`config.mk`:
```
export PLATFORM = sky130hd
export DESIGN_NAME = vgo_ctrl
export DESIGN_NICKNAME = d
export VERILOG_FILES = /design/src/vgo_pkg.sv /design/src/vgo_sync_if.sv /design/src/vgo_sync_sep.sv /design/src/vgo_hs_gen.sv /design/src/vgo_ctrl.sv
export SDC_FILE = /design/constraint.sdc
export NUM_CORES = 1
export LEC_CHECK = 0
export BUFFER_PORTS_ARGS = -buffer_cell sky130_fd_sc_hd__buf_2
export CAP_MARGIN = 10
export CORE_ASPECT_RATIO = 2
export CORE_MARGIN = 2
export CORE_UTILIZATION = 45
export CTS_CLUSTER_DIAMETER = 40
export DETAILED_ROUTE_END_ITERATION = 12
export HOLD_SLACK_MARGIN = 0.03
export SLEW_MARGIN = 10
export SYNTH_ARGS = -nofsm -noshare
export SYNTH_HDL_FRONTEND = slang
export SYNTH_SLANG_ARGS = --single-unit
```
`constraint.sdc`:
```
create_clock -name i_clock -period 3.26 [get_ports i_clock]
set_input_delay 0.163 -clock i_clock [delete_from_list [all_inputs] [get_ports i_clock]]
set_output_delay 0.163 -clock i_clock [all_outputs]
set_load 0.02 [all_outputs]
```
`src/vgo_pkg.sv`:
```
package vgo_pkg;
   localparam int CLK_NS = 25;
   localparam int SEP_UNIT_NS = 200;
   localparam int SEP_UNIT_CYC = (SEP_UNIT_NS + CLK_NS - 1) / CLK_NS;
   localparam int CH_COUNT = 3;
   localparam int CH_RED = 0;
   localparam int CH_GREEN = 1;
   localparam int CH_BLUE = 2;
   localparam int GAIN_W = 7;
   localparam int OFF_W = 9;
   localparam int ABS_W = 7;
   localparam int REG_COUNT = 28;
   localparam int IDX_W = 5;
   localparam int PIN_COUNT = 6;
   localparam int PIN_SCL = 0;
   localparam int PIN_SDA = 1;
   localparam int PIN_FB = 5;
   localparam int MON_COUNT = 3;
   localparam int MON_BASE = 2;
   localparam int MON_HS = 0;
   localparam int MON_VS = 1;
   localparam int MON_SOG = 2;
   localparam int LVL_MSB = 7;
   localparam logic [3:0] BITS_PER_BYTE = 4'h8;
   localparam logic [7:0] LVL_MAX = 8'hff;

   localparam logic [7:0] GAIN_ADDR [CH_COUNT] = '{8'h05, 8'h07, 8'h09};
   localparam logic [7:0] GAIN_COMMIT_ADDR [CH_COUNT] = '{8'h06, 8'h08, 8'h0a};
   localparam logic [7:0] OFF_HI_ADDR [CH_COUNT] = '{8'h0b, 8'h0d, 8'h0f};
   localparam logic [7:0] OFF_LO_ADDR [CH_COUNT] = '{8'h0c, 8'h0e, 8'h10};
   localparam logic [7:0] ADDR_THRESHOLD = 8'h11;
   localparam logic [7:0] ADDR_HSYNC_CTRL = 8'h12;
   localparam logic [7:0] ADDR_HSYNC_WIDTH = 8'h13;
   localparam logic [7:0] ADDR_VSYNC_CTRL = 8'h14;
   localparam logic [7:0] ADDR_AUTO_OFFSET = 8'h1b;
   localparam logic [7:0] GAIN_COMMIT_CODE = 8'h00;

   localparam int SRC_OVR_BIT = 7;
   localparam int SRC_SEL_BIT = 6;
   localparam int POL_OVR_BIT = 5;
   localparam int POL_BIT = 4;
   localparam int OUT_POL_BIT = 3;
   localparam int AUTO_OFF_BIT = 5;
   localparam int OFF_LSB_BIT = 7;

   localparam logic [7:0] RST_GAIN = 8'h40;
   localparam logic [7:0] RST_OFFSET = 8'h00;
   localparam logic [7:0] RST_THRESHOLD = 8'h20;
   localparam logic [7:0] RST_HSYNC_CTRL = 8'h18;
   localparam logic [7:0] RST_HSYNC_WIDTH = 8'h20;
   localparam logic [7:0] RST_VSYNC_CTRL = 8'h18;

   function automatic logic reg_mapped(input logic [7:0] a);
      reg_mapped = (a >= GAIN_ADDR[CH_RED] && a <= ADDR_VSYNC_CTRL) ||
         (a == ADDR_AUTO_OFFSET);
   endfunction

   function automatic logic [REG_COUNT-1:0][7:0] build_reset();
      logic [REG_COUNT-1:0][7:0] r;
      r = '0;
      for (int c = 0; c < CH_COUNT; c++)
      begin
         r[GAIN_ADDR[c][IDX_W-1:0]] = RST_GAIN;
         r[OFF_HI_ADDR[c][IDX_W-1:0]] = RST_OFFSET;
      end
      r[ADDR_THRESHOLD[IDX_W-1:0]] = RST_THRESHOLD;
      r[ADDR_HSYNC_CTRL[IDX_W-1:0]] = RST_HSYNC_CTRL;
      r[ADDR_HSYNC_WIDTH[IDX_W-1:0]] = RST_HSYNC_WIDTH;
      r[ADDR_VSYNC_CTRL[IDX_W-1:0]] = RST_VSYNC_CTRL;
      return r;
   endfunction

   localparam logic [REG_COUNT-1:0][7:0] REG_RESET = build_reset();

   typedef enum logic [8:0] {
      ST_IDLE = 9'h001,
      ST_DEV = 9'h002,
      ST_AACK = 9'h004,
      ST_REG = 9'h008,
      ST_RACK = 9'h010,
      ST_WR = 9'h020,
      ST_WACK = 9'h040,
      ST_RD = 9'h080,
      ST_MACK = 9'h100
   } vgo_ser_st_t;
endpackage

```
`src/vgo_sync_if.sv`:
```
`timescale 1ns/10ps
`default_nettype none
interface vgo_sync_if;
   logic [7:0] threshold;
   logic sep_in;
   logic sep_out;
   logic [7:0] hs_width;
   logic hs_trig;
   logic hs_out_pol;
   logic hs_out;
   modport ctrl(output threshold, sep_in, hs_width, hs_trig, hs_out_pol,
      input sep_out, hs_out);
   modport sep(input threshold, sep_in, output sep_out);
   modport gen(input hs_width, hs_trig, hs_out_pol, output hs_out);
endinterface
`default_nettype wire

```
`src/vgo_sync_sep.sv`:
```
`timescale 1ns/10ps
`default_nettype none
module vgo_sync_sep #(
   parameter int UNIT_CYC = vgo_pkg::SEP_UNIT_CYC
) (
   // Clock and reset.
   input wire logic i_clock,
   input wire logic i_rst,
   // Sync pulse in, qualified pulse out.
   vgo_sync_if.sep sync
);
   import vgo_pkg::*;

   localparam logic [7:0] TICK_LAST = 8'(UNIT_CYC - 1);

   typedef struct packed {
      logic [7:0] tick;
      logic [7:0] units;
      logic pass;
   } vgo_sep_st_t;

   vgo_sep_st_t q;
   vgo_sep_st_t d;

   // The width is counted in fixed time units so that the threshold does
   // not move with the pixel rate.
   always_comb
   begin
      d = q;
      if (!sync.sep_in)
      begin
         d = '0;
      end
      else
      begin
         if (q.tick == TICK_LAST)
         begin
            d.tick = '0;
            if (q.units != LVL_MAX)
               d.units = 8'(q.units + 8'h01);
         end
         else
            d.tick = 8'(q.tick + 8'h01);
         d.pass = (q.units >= sync.threshold);
      end
   end

   always_ff @(posedge i_clock)
   begin
      if (i_rst)
         q <= '0;
      else
         q <= d;
   end

   assign sync.sep_out = q.pass;
endmodule
`default_nettype wire

```
`src/vgo_hs_gen.sv`:
```
`timescale 1ns/10ps
`default_nettype none
module vgo_hs_gen (
   // Clock and reset.
   input wire logic i_clock,
   input wire logic i_rst,
   // Trigger, width and polarity in, pulse out.
   vgo_sync_if.gen sync
);
   import vgo_pkg::*;

   typedef struct packed {
      logic [7:0] cnt;
      logic act;
      logic out;
   } vgo_gen_st_t;

   vgo_gen_st_t q;
   vgo_gen_st_t d;

   // A new trigger restarts the pulse; a width of zero gives no pulse.
   always_comb
   begin
      d = q;
      if (sync.hs_trig && sync.hs_width != 8'h00)
         d.cnt = sync.hs_width;
      else if (q.cnt != 8'h00)
         d.cnt = 8'(q.cnt - 8'h01);
      d.act = (d.cnt != 8'h00);
      d.out = (d.act == sync.hs_out_pol);
   end

   always_ff @(posedge i_clock)
   begin
      if (i_rst)
         q <= '0;
      else
         q <= d;
   end

   assign sync.hs_out = q.out;
endmodule
`default_nettype wire

```
`src/vgo_ctrl.sv`:
```
`timescale 1ns/10ps
`default_nettype none
// How it works
// - Green, blue gain apply after zero commit write.
// - Red offset high byte waits for low write.
// - Green, blue offsets likewise wait for low write.
// - Auto off: seven bits, signed absolute offset.
// - Auto on: full nine bits are target.
// - One offset step equals one output code.
// - Separator threshold is units of 200 ns.
// - Hsync source override or both sources active: select bit; otherwise device chooses.
// - Hsync select: pin or sync on green.
// - Hsync polarity override, otherwise auto detected.
// - Override polarity bit: one is active high.
// - Hsync output polarity bit, reset active high.
// - Hsync output lasts width count pixel clocks.
// - Vsync source override, otherwise device chooses.
// - Vsync select: pin or separator output.
// - Vsync polarity override, otherwise auto detected.
// - Vsync override polarity bit, reset active high.
// - Red gain applies after zero commit write.
module vgo_ctrl #(
   parameter logic [6:0] DEV_ADDR = 7'h4c,
   parameter logic [15:0] ACT_TIMEOUT_CYC = 16'hffff
) (
   // Clock and reset.
   input wire logic i_clock,
   input wire logic i_rst,
   // Two-wire serial control pins.
   input wire logic i_scl,
   input wire logic i_sda,
   output logic o_sda_out,
   output logic o_sda_oe,
   // Sync pins.
   input wire logic i_hsync_pin,
   input wire logic i_vsync_pin,
   input wire logic i_sync_on_green_input,
   input wire logic i_pll_fb_event,
   // Active gains and offsets.
   output logic [vgo_pkg::GAIN_W-1:0] o_red_gain,
   output logic [vgo_pkg::GAIN_W-1:0] o_green_gain,
   output logic [vgo_pkg::GAIN_W-1:0] o_blue_gain,
   output logic [vgo_pkg::OFF_W-1:0] o_red_offset,
   output logic [vgo_pkg::OFF_W-1:0] o_green_offset,
   output logic [vgo_pkg::OFF_W-1:0] o_blue_offset,
   output logic o_auto_offset,
   // Processed syncs.
   output logic o_hsync_proc,
   output logic o_vsync_proc,
   output logic o_hsync_from_sog,
   output logic o_vsync_from_sep,
   output logic o_hsync_out
);
   import vgo_pkg::*;

   typedef struct packed {
      logic [PIN_COUNT-1:0] s1;
      logic [PIN_COUNT-1:0] s2;
      logic [PIN_COUNT-1:0] s3;
      vgo_ser_st_t st;
      logic [3:0] cnt;
      logic [7:0] sh;
      logic [7:0] ptr;
      logic rw;
      logic oe;
      logic nack;
      logic [REG_COUNT-1:0][7:0] regs;
      logic [CH_COUNT-1:0][GAIN_W-1:0] gain;
      logic [CH_COUNT-1:0][OFF_W-1:0] off;
      logic [CH_COUNT-1:0][OFF_W-1:0] eff;
      logic [MON_COUNT-1:0][15:0] idle;
      logic [MON_COUNT-1:0][7:0] lvl;
      logic hs_proc;
      logic vs_proc;
      logic use_sog;
      logic use_sep;
   } vgo_ctrl_st_t;

   vgo_ctrl_st_t q;
   vgo_ctrl_st_t d;

   vgo_sync_if sync_bus();

   logic start;
   logic stop;
   logic scl_rise;
   logic scl_fall;
   logic sda;
   logic wr_en;
   logic [7:0] wr_addr;
   logic [7:0] wr_data;
   logic [7:0] rd_byte;
   logic [MON_COUNT-1:0] mon_active;
   logic [MON_COUNT-1:0] mon_pol_high;
   logic hs_pol;
   logic vs_pol;
   logic [7:0] hctl;
   logic [7:0] vctl;

   assign sda = q.s2[PIN_SDA];
   assign scl_rise = q.s2[PIN_SCL] && !q.s3[PIN_SCL];
   assign scl_fall = !q.s2[PIN_SCL] && q.s3[PIN_SCL];
   assign start = q.s2[PIN_SCL] && q.s3[PIN_SCL] && !sda && q.s3[PIN_SDA];
   assign stop = q.s2[PIN_SCL] && q.s3[PIN_SCL] && sda && !q.s3[PIN_SDA];
   assign rd_byte = reg_mapped(q.ptr) ? q.regs[q.ptr[IDX_W-1:0]] : 8'h00;
   assign hctl = q.regs[ADDR_HSYNC_CTRL[IDX_W-1:0]];
   assign vctl = q.regs[ADDR_VSYNC_CTRL[IDX_W-1:0]];

   // Activity is an edge seen within the timeout; polarity is taken as
   // the rarer level, since a sync pulse is short against its period.
   genvar m;
   generate
      for (m = 0; m < MON_COUNT; m++)
      begin : g_mon
         assign mon_active[m] = (q.idle[m] < ACT_TIMEOUT_CYC);
         assign mon_pol_high[m] = !q.lvl[m][LVL_MSB];
      end
   endgenerate

   assign hs_pol = hctl[POL_OVR_BIT] ? hctl[POL_BIT] :
      (q.use_sog ? mon_pol_high[MON_SOG] : mon_pol_high[MON_HS]);
   assign vs_pol = vctl[POL_OVR_BIT] ? vctl[POL_BIT] :
      mon_pol_high[MON_VS];

   always_comb
   begin
      d = q;
      wr_en = 1'b0;
      wr_addr = q.ptr;
      wr_data = q.sh;
      d.s1 = {i_pll_fb_event, i_sync_on_green_input, i_vsync_pin,
         i_hsync_pin, i_sda, i_scl};
      d.s2 = q.s1;
      d.s3 = q.s2;
      if (start)
      begin
         d.st = ST_DEV;
         d.cnt = 4'h0;
         d.oe = 1'b0;
      end
      else if (stop)
      begin
         d.st = ST_IDLE;
         d.oe = 1'b0;
      end
      else if (scl_rise)
      begin
         if (q.st inside {ST_DEV, ST_REG, ST_WR})
         begin
            d.sh = {q.sh[6:0], sda};
            d.cnt = 4'(q.cnt + 4'h1);
         end
         else if (q.st == ST_RD)
            d.cnt = 4'(q.cnt + 4'h1);
         else if (q.st == ST_MACK)
            d.nack = sda;
      end
      else if (scl_fall)
      begin
         unique case (q.st)
            ST_IDLE:
               d.oe = 1'b0;
            ST_DEV:
               if (q.cnt == BITS_PER_BYTE)
               begin
                  d.rw = q.sh[0];
                  d.oe = (q.sh[7:1] == DEV_ADDR);
                  d.st = (q.sh[7:1] == DEV_ADDR) ? ST_AACK : ST_IDLE;
               end
            ST_AACK:
            begin
               d.cnt = 4'h0;
               if (q.rw)
               begin
                  d.st = ST_RD;
                  d.sh = rd_byte;
                  d.oe = !rd_byte[7];
                  d.ptr = 8'(q.ptr + 8'h01);
               end
               else
               begin
                  d.st = ST_REG;
                  d.oe = 1'b0;
               end
            end
            ST_REG:
               if (q.cnt == BITS_PER_BYTE)
               begin
                  d.st = ST_RACK;
                  d.oe = 1'b1;
                  d.ptr = q.sh;
               end
            ST_WR:
               if (q.cnt == BITS_PER_BYTE)
               begin
                  d.st = ST_WACK;
                  d.oe = 1'b1;
                  wr_en = 1'b1;
                  d.ptr = 8'(q.ptr + 8'h01);
               end
            ST_RACK, ST_WACK:
            begin
               d.st = ST_WR;
               d.oe = 1'b0;
               d.cnt = 4'h0;
            end
            ST_RD:
               if (q.cnt == BITS_PER_BYTE)
               begin
                  d.st = ST_MACK;
                  d.oe = 1'b0;
                  d.nack = 1'b1;
               end
               else
               begin
                  d.sh = {q.sh[6:0], 1'b0};
                  d.oe = !q.sh[6];
               end
            ST_MACK:
               if (q.nack)
                  d.st = ST_IDLE;
               else
               begin
                  d.st = ST_RD;
                  d.cnt = 4'h0;
                  d.sh = rd_byte;
                  d.oe = !rd_byte[7];
                  d.ptr = 8'(q.ptr + 8'h01);
               end
            default:
            begin
               d.st = ST_IDLE;
               d.oe = 1'b0;
            end
         endcase
      end

      // Writes to unmapped addresses are dropped; reads of them give zero.
      if (wr_en && reg_mapped(wr_addr))
         d.regs[wr_addr[IDX_W-1:0]] = wr_data;

      // Commits copy a whole staged value at once, so the datapath never
      // sees a half-written gain or offset.
      for (int c = 0; c < CH_COUNT; c++)
      begin
         if (wr_en && wr_addr == GAIN_COMMIT_ADDR[c] &&
            wr_data == GAIN_COMMIT_CODE)
            d.gain[c] = q.regs[GAIN_ADDR[c][IDX_W-1:0]][GAIN_W-1:0];
         if (wr_en && wr_addr == OFF_LO_ADDR[c])
            d.off[c] = {q.regs[OFF_HI_ADDR[c][IDX_W-1:0]],
               wr_data[OFF_LSB_BIT]};
         if (d.regs[ADDR_AUTO_OFFSET[IDX_W-1:0]][AUTO_OFF_BIT])
            d.eff[c] = d.off[c];
         else
            d.eff[c] = {{(OFF_W - ABS_W){d.off[c][ABS_W-1]}},
               d.off[c][ABS_W-1:0]};
      end

      for (int k = 0; k < MON_COUNT; k++)
      begin
         if (q.s2[MON_BASE + k] != q.s3[MON_BASE + k])
            d.idle[k] = 16'h0000;
         else if (q.idle[k] < ACT_TIMEOUT_CYC)
            d.idle[k] = 16'(q.idle[k] + 16'h0001);
         if (q.s2[MON_BASE + k] && q.lvl[k] != LVL_MAX)
            d.lvl[k] = 8'(q.lvl[k] + 8'h01);
         else if (!q.s2[MON_BASE + k] && q.lvl[k] != 8'h00)
            d.lvl[k] = 8'(q.lvl[k] - 8'h01);
      end

      if (hctl[SRC_OVR_BIT] || (mon_active[MON_HS] && mon_active[MON_SOG]))
         d.use_sog = hctl[SRC_SEL_BIT];
      else
         d.use_sog = !mon_active[MON_HS] && mon_active[MON_SOG];
      d.hs_proc = (q.use_sog ? q.s2[MON_BASE + MON_SOG] :
         q.s2[MON_BASE + MON_HS]) == hs_pol;
      d.use_sep = vctl[SRC_OVR_BIT] ? vctl[SRC_SEL_BIT] :
         !mon_active[MON_VS];
      d.vs_proc = q.use_sep ? sync_bus.sep_out :
         (q.s2[MON_BASE + MON_VS] == vs_pol);
   end

   always_ff @(posedge i_clock)
   begin
      if (i_rst)
      begin
         q <= '0;
         q.st <= ST_IDLE;
         q.regs <= REG_RESET;
         q.gain <= {CH_COUNT{RST_GAIN[GAIN_W-1:0]}};
         q.idle <= '1;
      end
      else
         q <= d;
   end

   assign sync_bus.threshold = q.regs[ADDR_THRESHOLD[IDX_W-1:0]];
   assign sync_bus.sep_in = (q.s2[MON_BASE + MON_SOG] ==
      mon_pol_high[MON_SOG]);
   assign sync_bus.hs_width = q.regs[ADDR_HSYNC_WIDTH[IDX_W-1:0]];
   assign sync_bus.hs_trig = q.s2[PIN_FB] && !q.s3[PIN_FB];
   assign sync_bus.hs_out_pol = hctl[OUT_POL_BIT];

   vgo_sync_sep u_sep (
      .i_clock(i_clock),
      .i_rst(i_rst),
      .sync(sync_bus)
   );

   vgo_hs_gen u_gen (
      .i_clock(i_clock),
      .i_rst(i_rst),
      .sync(sync_bus)
   );

   assign o_sda_out = 1'b0;
   assign o_sda_oe = q.oe;
   assign o_red_gain = q.gain[CH_RED];
   assign o_green_gain = q.gain[CH_GREEN];
   assign o_blue_gain = q.gain[CH_BLUE];
   assign o_red_offset = q.eff[CH_RED];
   assign o_green_offset = q.eff[CH_GREEN];
   assign o_blue_offset = q.eff[CH_BLUE];
   assign o_auto_offset = q.regs[ADDR_AUTO_OFFSET[IDX_W-1:0]][AUTO_OFF_BIT];
   assign o_hsync_proc = q.hs_proc;
   assign o_vsync_proc = q.vs_proc;
   assign o_hsync_from_sog = q.use_sog;
   assign o_vsync_from_sep = q.use_sep;
   assign o_hsync_out = sync_bus.hs_out;
endmodule
`default_nettype wire

```
==> metrics list <==
* Status: complete, no violations
- The share of synthesized area in the top cell type comes to 0.431.
- Final clock skew: 23.9 ps
* Kind of start point of the critical path: flop
- Number of fill cells in the layout: 4113
- Ratio of final minimum period to clock period: 0.864
- For this run, the number of Yosys warnings is 0.
* I/O pin count: 64
- CP Data Arrival Time: 3290 ps
* Routed WL: 57300 um
- Most common cell after layout, fill and taps aside: dfxtp_1
- Clock tree synthesis inserted a total of 48 buffers.
- Across all layers, the routed design uses 16.4k vias.
- Summed over all cells, the static leakage comes to 8.58 nW.
- For this configuration, the core starts out at a cell density of 0.453.
* Area of the die: 46200 um^2
* Final nets: 2231
- Summing all flip-flop and latch instances after layout gives 8620 um^2.
* Count of state elements after synthesis: 430
* Number of enable-type register cells in the synthesized netlist: 0
- TritonCTS built the clock tree.
- Area contributors post-synth: dfxtp_1 43%, mux4_2 6.1%, o21ai_0 4.3%, nand3_1 3.8%, nor2_1 3.7%
- In this run the worst hold path is classified as in -> reg.
- Relative max-transition margin: 0.254
* RSZ-0062 raised after global routing: false
* Sum of buffers and inverters on the critical path: 0
* Post-synth net total: 2252
- Highest clock rate: 0.355 GHz
- Clock insertion delay at the later pin of the skew report: 570 ps
- Vertical die dimension: 302 um
- In this run the worst path has a maximum fanout of 14.
- Most frequently used flop master after synthesis: dfxtp_1
- Leading area contributor after synthesis: dfxtp_1
* Number of max-cap violations: 0
- After routing, the total negative slack on setup checks comes to 0 ps.
- Async set or reset register ratio after synthesis: 0
- In this run, the number of DRC markers left after iteration 0 of detailed routing was 992.
* Post-DR vias/cell: 5.90
- The number of gates resized after CTS was 0.
- After clock tree synthesis, the clock-pin slew on the worst setup and hold paths is 60 ps.
- Delay of the slowest cell on the worst path: 610 ps
- Worst Tran Pin Value: 1120 ps
* Placement Setup Slack: 466 ps
- The share of the Yosys chip area taken by registers is 0.431.
- Largest net degree at the start of global routing: 189
* Most frequent cells in the layout: 428 x dfxtp_1, 195 x nor2_1, 173 x o21ai_0
- Clock tree synthesis found a total of 430 sinks.
- Global routing usage summed across all routing layers: 0.241
* Final-report setup violation count: 0
* Grt total ovfl: 0
- Counting along the longest clock path gives a buffer depth of 3.
* Combined area of the multi-input logic cells: 10100 um^2
- Drt pass-1 iters: 5
- Global-route wire length before repair: 88900 um
* H-Tree Level Count: 2
* Antenna cells: 0
- The number of global-route vias before repair is 16.1k.
- Fraction of layout instances using a drive strength above 1: 0.162
- Max Transition Viols Final: 0
- For this run, design rule violations remaining after detail routing come to 0.
* Placeable Area: 44100 um^2
* Areal power density over the cells: 627 nW/um^2
- The number of hold violations in the final report came to 0.
* Count of different cell masters after synthesis: 78
- Averaged over all synthesized cells, the footprint is 9.09 um^2.
* Period minus WS final: 2820 ps
* DP Wirelength: 40000 um
* Critical Path RT: 3730 ps
* Antenna violations before repair: 1
* Critical-path cell list: nor3_1 -> and4b_2 -> or3_1 -> a211o_1 -> or4_1 -> a21oi_1
* Post-DRT Antenna Nets: 0
* Critical Path Sink Type: flop
* Post-synthesis instance area: 20000 um^2
- Worst vdd ir: 0.000472 V
- Area growth from synthesis to layout: 11.4%
* Root Driver: clkbuf_16
- The floorplan has 109 rows.
- The critical path in this run is classified as reg -> reg.
- Category of cells accounting for the largest share of critical-path delay: simple AND/OR/NAND/NOR gates
- Die W: 153 um
- The count of buffers added on input and output ports is 62.
* Final worst slack: 442 ps
- Gate count of the mapped netlist: 2198
- Routability-driven placement finished with a final weighted congestion of 0.928.
- Average wire per standard cell: 20.7 um
* Worst path slowest cell: dfxtp_1
routing by layer:
layer	GRT usage	routed length [um]	up-vias
met5	0	7	-
met4	0.133	3080	2
met3	0.0330	2730	174
met2	0.461	30500	484
met1	0.252	21000	7897
li1	-	-	7798
per-stage QoR:
step	total power, mW	hold slack, ps	utilization	instances	cell area [um^2]
CTS	14.1	352	0.505	2772	22200
floorplan	7.76	291	-	2198	20000
detailed placement	8.24	397	0.465	2675	20500
global route	14.6	376	0.505	2772	22200
finish	13.9	356	0.505	2772	22200
global placement	8.17	385	0.465	2675	20500
sequential cells by signal, summed over array words and instances (netlist names), 2 cells and up:
name                cells
o_red_gain              7
q                     311
o_blue_offset           2
o_red_offset            2
o_blue_gain             7
d                      12
sync_bus.threshold      8
o_green_offset          2
hctl                    8
wr_data                 8
o_green_gain            7
sync_bus.hs_width       8
vctl                    8
u_gen.q                 8
u_sep.q                16
wr_addr                 8
worst min-delay path: cells and delay by family:
family,cells,cell delay [ps]
AND/OR/NAND/NOR,1,110
buffers and inverters,2,610
report_power, final:
part / switching [mW] / internal (mW) / leakage [nW]
clock network: 2.38 / 3.42 / 0.838
logic: 1.23 / 0.997 / 4.25
registers: 0.345 / 5.57 / 3.49
total: 3.95 / 9.98 / 8.58
cell families (layout without fill, tap and decap cells):
logic type               Yosys count  after routing  synth area share
adder cells (fa/ha/maj)           46             46            0.0299
AO/OA/AOI/OAI                    469            469             0.147
AND/OR/NAND/NOR                  802            802             0.202
multiplexers                     120            120            0.0948
other                              1              1          0.000188
buffers and inverters            252            271            0.0615
flip-flops                       430            430             0.431
XOR/XNOR                          78             78            0.0342
synth_stat cells (15+ instances only):
master	number
buf_4	49
nand3_1	152
a21oi_1	111
or3_1	15
inv_1	50
xor2_1	38
xnor2_1	40
o21ai_0	173
and3_1	22
buf_1	16
nor2_1	195
dfxtp_1	430
nor2b_1	66
nand4_1	73
nor3_1	43
ha_1	43
a22oi_1	23
a31o_2	63
clkbuf_1	113
mux2i_1	61
nand2_1	152
mux4_2	54
timing repair:
item | in CTS | in global routing
buffers inserted | 0 | 0
endpoints found under the hold margin | 15 | 0
hold buffers | 7 | 0
cell type report:
cell class / count / share of cell area
Multi-Input combinational cell: 1516 / 0.456
Tap cell: 555 / 0.0312
Inverter: 51 / 0.00883
Clock buffer: 61 / 0.0612
Sequential cell: 430 / 0.387
Clock inverter: 29 / 0.0158
Timing Repair Buffer: 130 / 0.0396
worst paths after layout:
path                  startpoint  endpoint  slack, ps  cells after the start
setup / recovery          q[401]    q[403]        440                      6
hold / removal    i_pll_fb_event    d[418]        360                      3
setup reg to reg          q[401]    q[403]        440                      6
hold reg to reg           d[415]    d[409]        430                      1
Note: power is estimated with default switching activity, not from simulation.
